--- config.mk ---
export PLATFORM = sky130hd
export DESIGN_NAME = vssc_sync_top
export DESIGN_NICKNAME = d
export VERILOG_FILES = /design/src/vssc_sync_top.v /design/src/vssc_hires_shifter.v
export VERILOG_INCLUDE_DIRS = /design/src
export SDC_FILE = /design/constraint.sdc
export NUM_CORES = 1
export LEC_CHECK = 0
export BUFFER_PORTS_ARGS = -buffer_cell sky130_fd_sc_hd__buf_4
export CELL_PAD_IN_SITES_DETAIL_PLACEMENT = 0
export CELL_PAD_IN_SITES_GLOBAL_PLACEMENT = 2
export CORE_UTILIZATION = 25
export DETAILED_ROUTE_END_ITERATION = 16
export HOLD_SLACK_MARGIN = 0.05
export PLACE_DENSITY_LB_ADDON = 0.1
export SLEW_MARGIN = 20
export SYNTH_ARGS = -nofsm -noshare
export SYNTH_HDL_FRONTEND = slang
export SYNTH_SLANG_ARGS = --single-unit
--- constraint.sdc ---
create_clock -name clock -period 4.23 [get_ports clock]
set_input_delay 0 -clock clock [delete_from_list [all_inputs] [get_ports clock]]
set_output_delay 0 -clock clock [all_outputs]
set_load 0.02 [all_outputs]
--- src/vssc_consts.vh ---
// Constants for the video screen sync control block
`ifndef VSSC_CONSTS_VH
`define VSSC_CONSTS_VH
// AXI4-Lite register byte offsets
`define VSSC_OFF_HCYCLE 8'h00
`define VSSC_OFF_HSYNCW 8'h04
`define VSSC_OFF_HBSTART 8'h08
`define VSSC_OFF_HDSTART 8'h0C
`define VSSC_OFF_HDEND 8'h10
`define VSSC_OFF_HBEND 8'h14
`define VSSC_OFF_HCURS 8'h18
`define VSSC_OFF_ILACE 8'h1C
`define VSSC_OFF_VCYCLE 8'h20
`define VSSC_OFF_VSYNCW 8'h24
`define VSSC_OFF_VBSTART 8'h28
`define VSSC_OFF_VDSTART 8'h2C
`define VSSC_OFF_VDEND 8'h30
`define VSSC_OFF_VBEND 8'h34
`define VSSC_OFF_VCSTART 8'h38
`define VSSC_OFF_VCEND 8'h3C
`define VSSC_OFF_CTRL 8'h40
`define VSSC_OFF_BORDER 8'h44
`define VSSC_OFF_STATUS 8'h48
`define VSSC_OFF_PIXIN 8'h4C
`define VSSC_ADDR_W 8
// Field widths and positions
`define VSSC_TW 10
`define VSSC_COLW 13
`define VSSC_CURSOR_W 10'h020
`define VSSC_SUP_BIT 12
`define VSSC_CTRL_CSYNC 7
`define VSSC_CTRL_ILACE 6
`define VSSC_CTRL_HIRES 8
`define VSSC_CTRL_REV2 9
// Reset values
`define VSSC_RST_HCYCLE 10'h0FF
`define VSSC_RST_VCYCLE 10'h137
`define VSSC_RST_ZERO 32'h00000000
// AXI responses
`define VSSC_RESP_OK 2'h0
`define VSSC_RESP_SLVERR 2'h2
// Cursor pixel codes
`define VSSC_CUR_TRANSP 2'h0
`define VSSC_CUR_BLACK 2'h1
`define VSSC_CUR_UNUSED 2'h2
`define VSSC_CUR_WHITE 2'h3
`define VSSC_NIB_BLACK 4'h0
`define VSSC_NIB_WHITE 4'hF
`endif

--- src/vssc_sync_top.v ---
// Raster timing, screen/border/cursor enables and sync outputs
//
// Contract
// - Display end before display start: no video requests, border over whole screen.
// - Border start after border end: no border or cursor, cursor requests continue.
// - Cursor end below cursor start: no cursor and no cursor requests.
// - Flyback high from raster after display end to first display raster.
// - Each colour channel driven from a 4-bit linear code.
// - Revision one inverts DAC codes; revision two drives them straight.
// - Red nibble goes out inverted through a sub-pixel shifter.
// - High-res cursor pixel: 00 transparent, 01 black, 11 white.
// - High-res cursor shape 4-pixel grain, position to one pixel.
// - Overlay select low when shown colour has bit 12, aligned with outputs.
// - Resync high resets vertical counters, horizontal untouched.
// - Control bit 7 puts XNOR of syncs on vertical sync pin.
// - Odd field sync on raster (N+1)/2, delayed by half raster.
// - Odd field inserts one dummy raster after vertical sync.
`default_nettype none
`include "vssc_consts.vh"
module vssc_sync_top (
  // Clock and reset
  input wire clock,
  input wire resetn,
  // AXI4-Lite write
  input wire [7:0] s_axi_awaddr,
  input wire s_axi_awvalid,
  output reg s_axi_awready,
  input wire [31:0] s_axi_wdata,
  input wire [3:0] s_axi_wstrb,
  input wire s_axi_wvalid,
  output reg s_axi_wready,
  output reg [1:0] s_axi_bresp,
  output reg s_axi_bvalid,
  input wire s_axi_bready,
  // AXI4-Lite read
  input wire [7:0] s_axi_araddr,
  input wire s_axi_arvalid,
  output reg s_axi_arready,
  output reg [31:0] s_axi_rdata,
  output reg [1:0] s_axi_rresp,
  output reg s_axi_rvalid,
  input wire s_axi_rready,
  // Pixel sources
  input wire [12:0] videoColour,
  input wire [1:0] cursorPixel,
  input wire [12:0] cursorColour,
  input wire extResync,
  // Display outputs
  output reg [3:0] redOut_ff,
  output reg [3:0] greenOut_ff,
  output reg [3:0] blueOut_ff,
  output wire [3:0] hires_nibble_out,
  output reg overlay_select_n_ff,
  output reg hsyncN_ff,
  output reg vert_or_composite_sync_ff,
  output reg vertical_retrace_flag_ff,
  output reg videoRequest_ff,
  output reg cursorRequest_ff
);
  localparam TW = `VSSC_TW;
  // Register file
  reg [TW-1:0] hCycle_ff, hSyncW_ff, hBStart_ff, hDStart_ff, hDEnd_ff, hBEnd_ff;
  reg [TW-1:0] hCursor_ff, interlace_offset_reg_ff;
  reg [TW-1:0] vCycle_ff, vSyncW_ff, vert_border_start_ff, vert_display_start_ff;
  reg [TW-1:0] vert_display_end_ff, vert_border_end_ff, vert_cursor_start_ff;
  reg [TW-1:0] vert_cursor_end_ff;
  reg [31:0] ctrl_ff;
  reg [12:0] border_ff;
  // Raster counters
  reg [TW-1:0] hCount_ff, vCount_ff;
  reg [1:0] subPix_ff;
  reg oddField_ff, dummyRaster_ff, vSync_ff, hSync_ff;
  reg [12:0] shown_ff;
  reg [3:0] redCode_ff;
  reg showSup_ff;
  // Write channel holding latches
  reg awHeld_ff, wHeld_ff;
  reg [7:0] awAddr_ff;
  reg [31:0] wData_ff;
  reg [3:0] wStrb_ff;

  wire hiresMode = ctrl_ff[`VSSC_CTRL_HIRES];
  wire ilaceMode = ctrl_ff[`VSSC_CTRL_ILACE];
  wire dacRev2 = ctrl_ff[`VSSC_CTRL_REV2];
  wire lineEnd = (hCount_ff == hCycle_ff);
  wire halfLine = (hCount_ff == interlace_offset_reg_ff);

  // Enables from programmed vertical windows
  wire screenOn = !(vert_display_end_ff < vert_display_start_ff);
  wire borderOn = !(vert_border_start_ff > vert_border_end_ff);
  wire cursorOn = !(vert_cursor_end_ff < vert_cursor_start_ff);
  wire vDisp = screenOn && (vCount_ff >= vert_display_start_ff) &&
    (vCount_ff <= vert_display_end_ff) && !dummyRaster_ff;
  wire vBord = borderOn && (vCount_ff >= vert_border_start_ff) &&
    (vCount_ff <= vert_border_end_ff);
  wire vCurs = cursorOn && (vCount_ff >= vert_cursor_start_ff) &&
    (vCount_ff <= vert_cursor_end_ff);
  wire hDisp = (hCount_ff >= hDStart_ff) && (hCount_ff < hDEnd_ff);
  wire hBord = (hCount_ff >= hBStart_ff) && (hCount_ff < hBEnd_ff);
  // Cursor is 32 logical pixels; in hires the grain is 4 fine pixels
  wire [TW-1:0] curOff = hCount_ff - hCursor_ff;
  wire hCurs = (hCount_ff >= hCursor_ff) && (curOff < `VSSC_CURSOR_W);
  wire nxtVSync = (vCount_ff <= vSyncW_ff);

  // Horizontal and vertical counters
  always @(posedge clock or negedge resetn) begin
    if (!resetn) begin
      hCount_ff <= 10'h000;
      vCount_ff <= 10'h000;
      oddField_ff <= 1'b0;
      dummyRaster_ff <= 1'b0;
      subPix_ff <= 2'h0;
    end else begin
      subPix_ff <= hCursor_ff[1:0];
      hCount_ff <= lineEnd ? 10'h000 : hCount_ff + 10'h001;
      // Resync leaves the horizontal counter alone
      if (extResync) begin
        vCount_ff <= 10'h000;
        oddField_ff <= ilaceMode;
        dummyRaster_ff <= 1'b0;
      end else if (lineEnd) begin
        if (dummyRaster_ff) begin
          dummyRaster_ff <= 1'b0; // Repeat raster, count held
        end else if (vCount_ff == vCycle_ff) begin
          vCount_ff <= 10'h000;
          oddField_ff <= ilaceMode && !oddField_ff;
        end else begin
          vCount_ff <= vCount_ff + 10'h001;
          if (ilaceMode && oddField_ff && vCount_ff == vSyncW_ff)
            dummyRaster_ff <= 1'b1;
        end
      end
    end
  end

  // Syncs; odd field vertical sync shifts by half a raster
  always @(posedge clock or negedge resetn) begin
    if (!resetn) begin
      hSync_ff <= 1'b0;
      vSync_ff <= 1'b0;
      hsyncN_ff <= 1'b1;
      vert_or_composite_sync_ff <= 1'b1;
    end else begin
      hSync_ff <= (hCount_ff < hSyncW_ff);
      if (ilaceMode && oddField_ff) begin
        if (halfLine)
          vSync_ff <= nxtVSync;
      end else if (hCount_ff == 10'h000) begin
        vSync_ff <= nxtVSync;
      end
      hsyncN_ff <= !hSync_ff;
      if (ctrl_ff[`VSSC_CTRL_CSYNC])
        vert_or_composite_sync_ff <= ~(vSync_ff ^ hSync_ff);
      else
        vert_or_composite_sync_ff <= !vSync_ff;
    end
  end

  // Colour select, flyback, requests
  reg [12:0] nxt_shown;
  always @* begin
    nxt_shown = 13'h0000;
    if (hDisp && vDisp)
      nxt_shown = videoColour;
    else if (hBord && vBord && !vDisp)
      nxt_shown = border_ff;
    else if (hBord && vBord)
      nxt_shown = border_ff;
    else if (hDisp && !screenOn && vBord)
      nxt_shown = border_ff;
    // Cursor never shows outside the border window
    if (hCurs && vCurs && hBord && vBord && cursorPixel != `VSSC_CUR_TRANSP) begin
      if (hiresMode) begin
        case (cursorPixel)
          `VSSC_CUR_BLACK: nxt_shown = {cursorColour[12], 12'h000};
          `VSSC_CUR_WHITE: nxt_shown = {cursorColour[12], 12'h00F};
          default: nxt_shown = nxt_shown;
        endcase
      end else begin
        nxt_shown = cursorColour;
      end
    end
  end

  always @(posedge clock or negedge resetn) begin
    if (!resetn) begin
      shown_ff <= 13'h0000;
      vertical_retrace_flag_ff <= 1'b1;
      videoRequest_ff <= 1'b0;
      cursorRequest_ff <= 1'b0;
    end else begin
      shown_ff <= nxt_shown;
      // Flag changes only at raster start
      if (hCount_ff == 10'h000)
        vertical_retrace_flag_ff <= !vDisp;
      videoRequest_ff <= screenOn && vDisp && hBord;
      cursorRequest_ff <= cursorOn && vCurs && hSync_ff;
    end
  end

  // DAC stage, polarity per revision; overlay aligned with DAC
  always @(posedge clock or negedge resetn) begin
    if (!resetn) begin
      redOut_ff <= 4'h0;
      greenOut_ff <= 4'h0;
      blueOut_ff <= 4'h0;
      redCode_ff <= 4'h0;
      showSup_ff <= 1'b0;
      overlay_select_n_ff <= 1'b1;
    end else begin
      redCode_ff <= shown_ff[3:0];
      redOut_ff <= dacRev2 ? shown_ff[3:0] : ~shown_ff[3:0];
      greenOut_ff <= dacRev2 ? shown_ff[7:4] : ~shown_ff[7:4];
      blueOut_ff <= dacRev2 ? shown_ff[11:8] : ~shown_ff[11:8];
      showSup_ff <= shown_ff[`VSSC_SUP_BIT];
      overlay_select_n_ff <= !shown_ff[`VSSC_SUP_BIT];
    end
  end

  // Nibble path shares the DAC stage latency
  vssc_hires_shifter u_shift (
    .clock(clock),
    .resetn(resetn),
    .redIn(shown_ff[3:0]),
    .subShift(subPix_ff),
    .nibble_ff(hires_nibble_out)
  );

  // AXI write: address and data taken in either order
  wire wrGo = awHeld_ff && wHeld_ff && !s_axi_bvalid;
  always @(posedge clock or negedge resetn) begin
    if (!resetn) begin
      awHeld_ff <= 1'b0;
      wHeld_ff <= 1'b0;
      awAddr_ff <= 8'h00;
      wData_ff <= 32'h00000000;
      wStrb_ff <= 4'h0;
      s_axi_awready <= 1'b0;
      s_axi_wready <= 1'b0;
      s_axi_bvalid <= 1'b0;
      s_axi_bresp <= `VSSC_RESP_OK;
    end else begin
      s_axi_awready <= !awHeld_ff && !s_axi_awready && s_axi_awvalid;
      s_axi_wready <= !wHeld_ff && !s_axi_wready && s_axi_wvalid;
      if (s_axi_awvalid && s_axi_awready) begin
        awHeld_ff <= 1'b1;
        awAddr_ff <= s_axi_awaddr;
      end
      if (s_axi_wvalid && s_axi_wready) begin
        wHeld_ff <= 1'b1;
        wData_ff <= s_axi_wdata;
        wStrb_ff <= s_axi_wstrb;
      end
      if (wrGo) begin
        awHeld_ff <= 1'b0;
        wHeld_ff <= 1'b0;
        s_axi_bvalid <= 1'b1;
        s_axi_bresp <= (awAddr_ff[7:2] > `VSSC_OFF_BORDER >> 2 ||
          awAddr_ff[1:0] != 2'h0) ? `VSSC_RESP_SLVERR : `VSSC_RESP_OK;
      end else if (s_axi_bready) begin
        s_axi_bvalid <= 1'b0;
      end
    end
  end

  // Byte-lane merge of incoming write data
  wire [31:0] wMask = {{8{wStrb_ff[3]}}, {8{wStrb_ff[2]}}, {8{wStrb_ff[1]}},
    {8{wStrb_ff[0]}}};
  reg [31:0] oldVal;
  always @* begin
    case (awAddr_ff)
      `VSSC_OFF_CTRL: oldVal = ctrl_ff;
      `VSSC_OFF_BORDER: oldVal = {19'h00000, border_ff};
      default: oldVal = 32'h00000000;
    endcase
  end
  wire [31:0] newVal = (wData_ff & wMask) | (oldVal & ~wMask);

  // Register updates; software is trusted to write in flyback
  always @(posedge clock or negedge resetn) begin
    if (!resetn) begin
      hCycle_ff <= `VSSC_RST_HCYCLE;
      hSyncW_ff <= 10'h000;
      hBStart_ff <= 10'h000;
      hDStart_ff <= 10'h000;
      hDEnd_ff <= 10'h000;
      hBEnd_ff <= 10'h000;
      hCursor_ff <= 10'h000;
      interlace_offset_reg_ff <= 10'h000;
      vCycle_ff <= `VSSC_RST_VCYCLE;
      vSyncW_ff <= 10'h000;
      vert_border_start_ff <= 10'h000;
      vert_display_start_ff <= 10'h001;
      vert_display_end_ff <= 10'h000;
      vert_border_end_ff <= 10'h000;
      vert_cursor_start_ff <= 10'h001;
      vert_cursor_end_ff <= 10'h000;
      ctrl_ff <= `VSSC_RST_ZERO;
      border_ff <= 13'h0000;
    end else if (wrGo) begin
      case (awAddr_ff)
        `VSSC_OFF_HCYCLE: hCycle_ff <= newVal[TW-1:0];
        `VSSC_OFF_HSYNCW: hSyncW_ff <= newVal[TW-1:0];
        `VSSC_OFF_HBSTART: hBStart_ff <= newVal[TW-1:0];
        `VSSC_OFF_HDSTART: hDStart_ff <= newVal[TW-1:0];
        `VSSC_OFF_HDEND: hDEnd_ff <= newVal[TW-1:0];
        `VSSC_OFF_HBEND: hBEnd_ff <= newVal[TW-1:0];
        `VSSC_OFF_HCURS: hCursor_ff <= newVal[TW-1:0];
        `VSSC_OFF_ILACE: interlace_offset_reg_ff <= newVal[TW-1:0];
        `VSSC_OFF_VCYCLE: vCycle_ff <= newVal[TW-1:0];
        `VSSC_OFF_VSYNCW: vSyncW_ff <= newVal[TW-1:0];
        `VSSC_OFF_VBSTART: vert_border_start_ff <= newVal[TW-1:0];
        `VSSC_OFF_VDSTART: vert_display_start_ff <= newVal[TW-1:0];
        `VSSC_OFF_VDEND: vert_display_end_ff <= newVal[TW-1:0];
        `VSSC_OFF_VBEND: vert_border_end_ff <= newVal[TW-1:0];
        `VSSC_OFF_VCSTART: vert_cursor_start_ff <= newVal[TW-1:0];
        `VSSC_OFF_VCEND: vert_cursor_end_ff <= newVal[TW-1:0];
        `VSSC_OFF_CTRL: ctrl_ff <= newVal;
        `VSSC_OFF_BORDER: border_ff <= newVal[12:0];
        default: ctrl_ff <= ctrl_ff;
      endcase
    end
  end

  // AXI read: one cycle ready, data the next
  reg [31:0] rdVal;
  reg rdErr;
  always @* begin
    rdErr = 1'b0;
    case (s_axi_araddr)
      `VSSC_OFF_HCYCLE: rdVal = {22'h000000, hCycle_ff};
      `VSSC_OFF_HSYNCW: rdVal = {22'h000000, hSyncW_ff};
      `VSSC_OFF_HBSTART: rdVal = {22'h000000, hBStart_ff};
      `VSSC_OFF_HDSTART: rdVal = {22'h000000, hDStart_ff};
      `VSSC_OFF_HDEND: rdVal = {22'h000000, hDEnd_ff};
      `VSSC_OFF_HBEND: rdVal = {22'h000000, hBEnd_ff};
      `VSSC_OFF_HCURS: rdVal = {22'h000000, hCursor_ff};
      `VSSC_OFF_ILACE: rdVal = {22'h000000, interlace_offset_reg_ff};
      `VSSC_OFF_VCYCLE: rdVal = {22'h000000, vCycle_ff};
      `VSSC_OFF_VSYNCW: rdVal = {22'h000000, vSyncW_ff};
      `VSSC_OFF_VBSTART: rdVal = {22'h000000, vert_border_start_ff};
      `VSSC_OFF_VDSTART: rdVal = {22'h000000, vert_display_start_ff};
      `VSSC_OFF_VDEND: rdVal = {22'h000000, vert_display_end_ff};
      `VSSC_OFF_VBEND: rdVal = {22'h000000, vert_border_end_ff};
      `VSSC_OFF_VCSTART: rdVal = {22'h000000, vert_cursor_start_ff};
      `VSSC_OFF_VCEND: rdVal = {22'h000000, vert_cursor_end_ff};
      `VSSC_OFF_CTRL: rdVal = ctrl_ff;
      `VSSC_OFF_BORDER: rdVal = {19'h00000, border_ff};
      // Live raster state for software polling flyback
      `VSSC_OFF_STATUS: rdVal = {12'h000, vertical_retrace_flag_ff, oddField_ff,
        dummyRaster_ff, vSync_ff, vCount_ff, 6'h00};
      `VSSC_OFF_PIXIN: rdVal = {14'h0000, showSup_ff, redCode_ff, shown_ff};
      default: begin
        rdVal = 32'h00000000;
        rdErr = 1'b1;
      end
    endcase
  end

  always @(posedge clock or negedge resetn) begin
    if (!resetn) begin
      s_axi_arready <= 1'b0;
      s_axi_rvalid <= 1'b0;
      s_axi_rdata <= 32'h00000000;
      s_axi_rresp <= `VSSC_RESP_OK;
    end else begin
      s_axi_arready <= s_axi_arvalid && !s_axi_arready && !s_axi_rvalid;
      if (s_axi_arvalid && s_axi_arready) begin
        s_axi_rvalid <= 1'b1;
        s_axi_rdata <= rdVal;
        s_axi_rresp <= rdErr ? `VSSC_RESP_SLVERR : `VSSC_RESP_OK;
      end else if (s_axi_rready) begin
        s_axi_rvalid <= 1'b0;
      end
    end
  end
endmodule
`default_nettype wire

--- src/vssc_hires_shifter.v ---
// Sub-pixel shifter feeding the inverted high-resolution nibble pins
`default_nettype none
`include "vssc_consts.vh"
module vssc_hires_shifter (
  // Clock and reset
  input wire clock,
  input wire resetn,
  // Pixel stream
  input wire [3:0] redIn,
  input wire [1:0] subShift,
  // Nibble out
  output reg [3:0] nibble_ff
);
  reg [3:0] prev_ff;
  wire [7:0] pair = {redIn, prev_ff};
  reg [3:0] nxt_nibble;

  // Select a 4-bit window across two pixels, then invert
  always @* begin
    case (subShift)
      2'h0: nxt_nibble = pair[7:4];
      2'h1: nxt_nibble = pair[6:3];
      2'h2: nxt_nibble = pair[5:2];
      default: nxt_nibble = pair[4:1];
    endcase
  end

  always @(posedge clock or negedge resetn) begin
    if (!resetn) begin
      prev_ff <= 4'h0;
      nibble_ff <= 4'hF;
    end else begin
      prev_ff <= redIn;
      nibble_ff <= ~nxt_nibble;
    end
  end
endmodule
`default_nettype wire

* Yosys cells after proc, flatten, opt, wreduce, memory -nomap -nowiden *
Index checks and enable logic that the tools add are counted.

cells by class
  add/sub/neg operators = 3
  $lt $le $gt $ge = 18
  equal/unequal tests = 46
  mux-type cells = 41
  bitwise gates (word level) = 10
  reduce and logical (&&, ||, !) cells = 89

operators with widths
  kind                                                                   number
  32-bit one-hot mux with 20 select lines                                1
  8-bit by 6-bit equality test with 1-bit output, second input constant  16
  13-bit two-way mux                                                     6
  32-bit AND                                                             2
  8-bit by 5-bit equality test with 1-bit output, second input constant  8
  32-bit one-hot mux with 2 select lines                                 1
  10-bit greater-or-equal comparator                                     6
  10-bit < comparator                                                    5
  10-bit two-way mux                                                     5
  8-bit by 7-bit equality test with 1-bit output, second input constant  6
  10-bit equality test                                                   4
  10-bit less-or-equal comparator                                        4
  2-bit AND reduction                                                    20
  1-bit logical AND                                                      37
  8-bit by 4-bit equality test with 1-bit output, second input constant  4
  32-bit inverter                                                        1
  32-bit OR                                                              1
  13-bit one-hot mux with 2 select lines                                 1
  1-bit two-way mux                                                      21
  10-bit by 1-bit adder with 10-bit output, second input constant        2
  20-bit OR reduction                                                    1
  2-bit nonzero test                                                     9
  8-bit by 3-bit equality test with 1-bit output, second input constant  2
  1-bit logical NOT                                                      16
  18 further kinds                                                       28

storage, ports and cells
  register bits after elaboration = 358
  word-level logic and storage cells = 258

* Logic depth before layout (Yosys ltp) *
  depth in word-level cells = 12
  depth in mapped cells = 13
  gate-level depth less buffers = 11

* Modules after synthesis *
A second synthesis with hierarchy kept.

unflattened totals
  cell total of the unflattened synthesis = 1910
  area total of the unflattened synthesis = 19027.0 um^2

by module, submodules not included
  module              times used  cells an instance  area an instance (um^2)  sequential area each (um^2)
  vssc_sync_top       1           1893               18721.7                  8833.5
  vssc_hires_shifter  1           17                 305.3                    180.2

* Worst setup path after synthesis *
Ideal clock, no wire load.

  path type = register to register
  start = reg vCount_ff[3]
  end = reg shown_ff[11]
  setup time = 0.126 ns
  arrival time = 3.078 ns
  required time = 4.104 ns
  path slack = 1.026 ns
  stages on the path, launching flop included = 12
  path buffers = 2
  period minus slack after synthesis = 3.204 ns
  path through = dfrtp_1 > ha_1 > a21o_1 > a21o_1 > a221o_1 > a221o_1 > a2111oi_2 > and2_1 > buf_6 > and3b_1 > buf_6 > a221o_1

on the way
  word-level cells in the longest chain between the ends = 11

ends and longest elaborated chain
  element                                                         RTL line                                  source
  start: declaration                                              vssc_sync_top.v:70                        reg [TW-1:0] hCount_ff, vCount_ff;
  start signal: assignment                                        vssc_sync_top.v:128                       vCount_ff <= vCount_ff + 10'h001;
  10-bit greater-or-equal comparator (on tied branches)           vssc_sync_top.v:94, vssc_sync_top.v:92
  1-bit logical AND (on tied branches) (2 in series)              vssc_sync_top.v:94, vssc_sync_top.v:92
  1-bit logical AND (on tied branches)                            vssc_sync_top.v:169, vssc_sync_top.v:93
  13-bit two-way mux / 1-bit logical NOT (equally long branches)  vssc_sync_top.v:169, vssc_sync_top.v:165
  13-bit two-way mux / 1-bit logical AND (equally long branches)  vssc_sync_top.v:167, vssc_sync_top.v:165
  13-bit two-way mux                                              vssc_sync_top.v:165                       else if (hBord && vBord && !vDisp)
  13-bit two-way mux                                              vssc_sync_top.v:163                       if (hDisp && vDisp)
  13-bit one-hot mux with 2 select lines                          vssc_sync_top.v:174                       case (cursorPixel)
  13-bit two-way mux                                              vssc_sync_top.v:173                       if (hiresMode) begin
  13-bit two-way mux *                                            vssc_sync_top.v:172                       if (hCurs && vCurs && hBord && vBord && cursorPixel != `VSSC_CUR_TRANSP) begin
  net nxt_shown[11]                                               vssc_sync_top.v:160                       reg [12:0] nxt_shown;
  end signal: assignment                                          vssc_sync_top.v:192                       shown_ff <= nxt_shown;
  end: declaration                                                vssc_sync_top.v:73                        reg [12:0] shown_ff;

Mark *: on every way through the listed nets, which the timed path passes. The rest lies on a longest branch.
A chain may end at the register's enable or synchronous reset.

* Final worst setup path *
  start = reg vert_display_end_ff[3]
  end = reg shown_ff[12]

on the way
  word-level cells in the longest chain between the ends = 12

ends and longest elaborated chain
  element                                 RTL line             source
  start: declaration                      vssc_sync_top.v:65   reg [TW-1:0] vert_display_end_ff, vert_border_end_ff, vert_cursor_start_ff;
  start signal: assignment                vssc_sync_top.v:314  `VSSC_OFF_VDEND: vert_display_end_ff <= newVal[TW-1:0];
  10-bit < comparator                     vssc_sync_top.v:89   wire screenOn = !(vert_display_end_ff < vert_display_start_ff);
  1-bit logical NOT                       vssc_sync_top.v:89
  1-bit logical AND (2 in series)         vssc_sync_top.v:92   wire vDisp = screenOn && (vCount_ff >= vert_display_start_ff) &&
  1-bit logical AND                       vssc_sync_top.v:93   (vCount_ff <= vert_display_end_ff) && !dummyRaster_ff;
  1-bit logical NOT                       vssc_sync_top.v:165
  1-bit logical AND                       vssc_sync_top.v:165
  13-bit two-way mux                      vssc_sync_top.v:165
  13-bit two-way mux *                    vssc_sync_top.v:163
  13-bit one-hot mux with 2 select lines  vssc_sync_top.v:174
  13-bit two-way mux                      vssc_sync_top.v:173
  13-bit two-way mux *                    vssc_sync_top.v:172
  net nxt_shown[12]                       vssc_sync_top.v:160

Marked as above.

==> out/qor.yml <==
critical_path:
  cp.required_ns: 4.71
  critPathKind: "reg -> reg"
  slowest_delay_ns: 0.55
  cp-end-kind: "flop"
  crit_start: "vert_display_end_ff[3]$_DFFE_PN0P_"
  crit_path_cell_trace: "inv_1, ha_1, a21o_1, a21o_1, a221o_1, a221o_1, a2111oi_4, and2_1, buf_4, and2b_1, a22oi_1, a21oi_1, dlygate4sd3_1"
  crit_fanout: 18
  cp_top_family: "compound AO/OA/AOI/OAI gates"
  regToRegStartpoint: "vert_display_end_ff[3]$_DFFE_PN0P_"
  crit_slowest_cell: "dlygate4sd3_1"
  cp_data_arrival_time_ns: 4.47
  start_kind: "flop"
  critPathBufInv: 3
yosys:
  postSynthCellCount: 1919
  synth_seq_area_share_pct: 47.2
  yosysWarnings: 0
  synth.avg_cell_area_um2: 9.87
  synthFlopType: "dfrtp_1"
  synth.distinct_cells: 62
  async_reset_ff_share_pct: 100
  syn-cell-area_um2: 18900
  ys_seq_elements: 356
  synth_edf_count: 0
floorplanning:
  die_h_um: 277
  die_area_um2: 76800
  floorplan.initialDensity_pct: 25.3
  pin_count: 151
  dieWidth_um: 277
  core-area_um2: 74700
  row_count: 100
pwr:
  p_leak_nw: 10.7
  pwr_density_cell_nw_per_um2: 549
  p_switching_mw: 5.06
  sw_frac_of_total_pct: 38.4
  clockPowerShare_pct: 30.3
  p_seq_share_pct: 35.1
  intPower_mw: 8.11
  p_comb_share_pct: 34.6
  vdd_drop_max_uv: 262
drt:
  wl_um: 89800
  drtIter0Drc: 1210
  wire_per_inst_um: 28.1
  avgViaCountPerCell: 5.04
  drc_errors: 0
  num_vias: 16152
  drtAntennaViolNets: 0
  drt_first_pass_iters: 7
global_routing:
  grt_max_degree: 118
  overflow: 0
  grt_pass1_wl_um: 128000
  groute.usage.overall_pct: 23.4
  grt_pass1_vias: 16598
  grt_antenna_before_repair: 5
clock_network:
  clkLatencyLatePin_ns: 0.59
  cts_sinks: 356
  cts_made_buffers: 46
  clockRootBuffer: "clkbuf_16"
  htreeDepth: 2
  cts_setup_buffers: 0
  clkTransAtPathRegs_ns: 0.06
  cts_tree: "yes"
  clockBufferDepth: 3
sta:
  slew-limit-headroom_pct: 26.1
  final.setup.tns_ns: 0
  drv_slew: 0
  timing.hold.ws_ns: 0.138
  finalCritPeriodShare_pct: 94.3
  tightest_slew_ns: 1.10
  layout_min_cycle_time_ns: 3.99
  finalSetupViolations: 0
  fin_worst_skew_ns: 0.0114
  rsz0062_at_grt: "false"
  finalHoldViolCount: 0
  max_clock_freq_ghz: 0.251
finish:
  fin_nets: 2441
  area_growth_pct: 26.6
  fillers: 7759
  final_util_pct: 32.1
  multiInputGateArea_um2: 9180
  drive_above_1_share_pct: 19.1
  mostFrequentLayoutCells: "dfrtp_1 (331), buf_4 (230), nand2_1 (215)"
  regArea_um2: 8940
  antenna_cells: 0
  final_common_cell: "dfrtp_1"
job:
  maxCapViolCount: 0
placement:
  place_congestion: 0.901
  portBuffers: 148
  place_hpwl_um: 67400
status:
  run_status: "complete, no violations"
hold_path:
  hp-start: "s_axi_bready"
  hold_path.class: "in -> reg"
[routing by layer]
layer	up-vias	share of wire, %	global-route usage [%]
met5	-	0	0
met4	0	2.6	6.67
met3	102	3.4	2.58
met2	390	48	39.4
met1	8230	46	31.6
li1	7430	-	-
[worst min-delay path: cells and delay by family]
family / cells / cell delay (ns)
compound gates: 1 / 0.06
buf+inv: 2 / 0.63
[metrics by stage]
step / total power [mW] / setup WS [ns] / instance area, um^2 / cells
after floorplan: 6.80 / 1.03 / 18900 / 1920
after global placement: 9.02 / 0.546 / 21600 / 3035
after detailed placement: 9.06 / 0.525 / 21600 / 3035
after CTS: 13.3 / 0.0308 / 24000 / 3202
after global routing: 13.8 / 0.111 / 24000 / 3202
final: 13.2 / 0.239 / 24000 / 3202
[flip-flops by register name, indices dropped and copies added, names as in the netlist, 13 cells and up]
| signal | count |
|---|---|
| shown_ff | 13 |
| wData_ff | 32 |
| s_axi_rdata | 32 |
| border_ff | 13 |
| ctrl_ff | 32 |
[area by class of cell]
type                    instances  area share, %
multi-input cells            1333           38.3
flip-flops and latches        356           37.3
repair buffers                314           10.8
clock buffers                  74           5.74
well taps                     969           5.06
inverters                     144           2.27
clock inverters                12          0.538
[logic make-up (layout without fill, tap and decap cells)]
family | after synthesis | in the layout | synth area share [%]
flops | 356 | 356 | 47.2
buf+inv | 231 | 544 | 4.71
simple gates | 496 | 496 | 12.0
compound gates | 535 | 535 | 17.9
mux | 86 | 86 | 5.06
other cells | 1 | 2 | 0.0198
xor+xnor | 56 | 56 | 2.59
fa+ha+maj | 158 | 158 | 10.4
[path summary, 6_finish.rpt]
check	endpoint	slack, ns	cells past startpoint
max in group asynchronous	vert_cursor_end_ff[4]$_DFFE_PN0P_	2.44	4
worst max register to register	shown_ff[12]$_DFF_PN0_	0.24	13
worst min register to register	hsyncN_ff$_DFF_PN1_	0.46	1
worst min-delay path	s_axi_bvalid$_DFFE_PN0P_	0.14	3
worst max-delay path	shown_ff[12]$_DFF_PN0_	0.24	13
min in group asynchronous	vert_border_end_ff[8]$_DFFE_PN0P_	0.55	3
[cells in the mapped netlist, types with 3 or more instances]
cell type | n | area share, %
a31oi_1 | 5 | 0.17
dfrtp_1 | 332 | 44
a21o_1 | 32 | 1.3
a22o_1 | 33 | 1.5
or3_1 | 6 | 0.20
clkbuf_1 | 80 | 1.6
a32o_1 | 4 | 0.21
inv_1 | 144 | 2.9
nand3_1 | 23 | 0.61
a221oi_1 | 21 | 0.97
and2b_1 | 4 | 0.16
xor2_1 | 20 | 0.93
ha_1 | 158 | 10
nand4_1 | 39 | 1.3
mux2_2 | 77 | 4.6
mux2i_1 | 9 | 0.48
and4_1 | 3 | 0.14
dfstp_2 | 24 | 3.3
a211oi_1 | 9 | 0.36
nor4_1 | 8 | 0.26
a222oi_1 | 8 | 0.42
nor3b_1 | 4 | 0.16
o211ai_1 | 9 | 0.36
nand2_1 | 217 | 4.3
o21ai_0 | 201 | 5.3
xnor2_1 | 36 | 1.7
or2_2 | 4 | 0.13
a22oi_1 | 76 | 3.0
a21oi_1 | 103 | 2.7
and3_1 | 11 | 0.36
nand2b_1 | 11 | 0.36
nor2b_1 | 14 | 0.46
and2_1 | 6 | 0.20
nand3b_1 | 9 | 0.36
nor3_1 | 12 | 0.32
a2111oi_0 | 3 | 0.14
o31ai_1 | 4 | 0.16
nor2_1 | 116 | 2.3
a221o_1 | 10 | 0.53
[power groups by stage]
stage          Combinational (mW)  Sequential [mW]  Clock [mW]
2_1_floorplan                2.40             4.41           0
3_3_place_gp                 4.35             4.67           0
3_5_place_dp                 4.38             4.68           0
4_1_cts                      4.55             4.62        4.10
5_1_grt                      4.92             4.69        4.21
6_report                     4.56             4.62        3.99
[timing repair]
item	4_1_cts	5_1_grt
resized for setup	0	3
endpoints found under the hold margin	142	0
hold buffers	81	0
endpoints found under the setup margin	0	4
No activity file was read; power rests on OpenSTA's default activity.
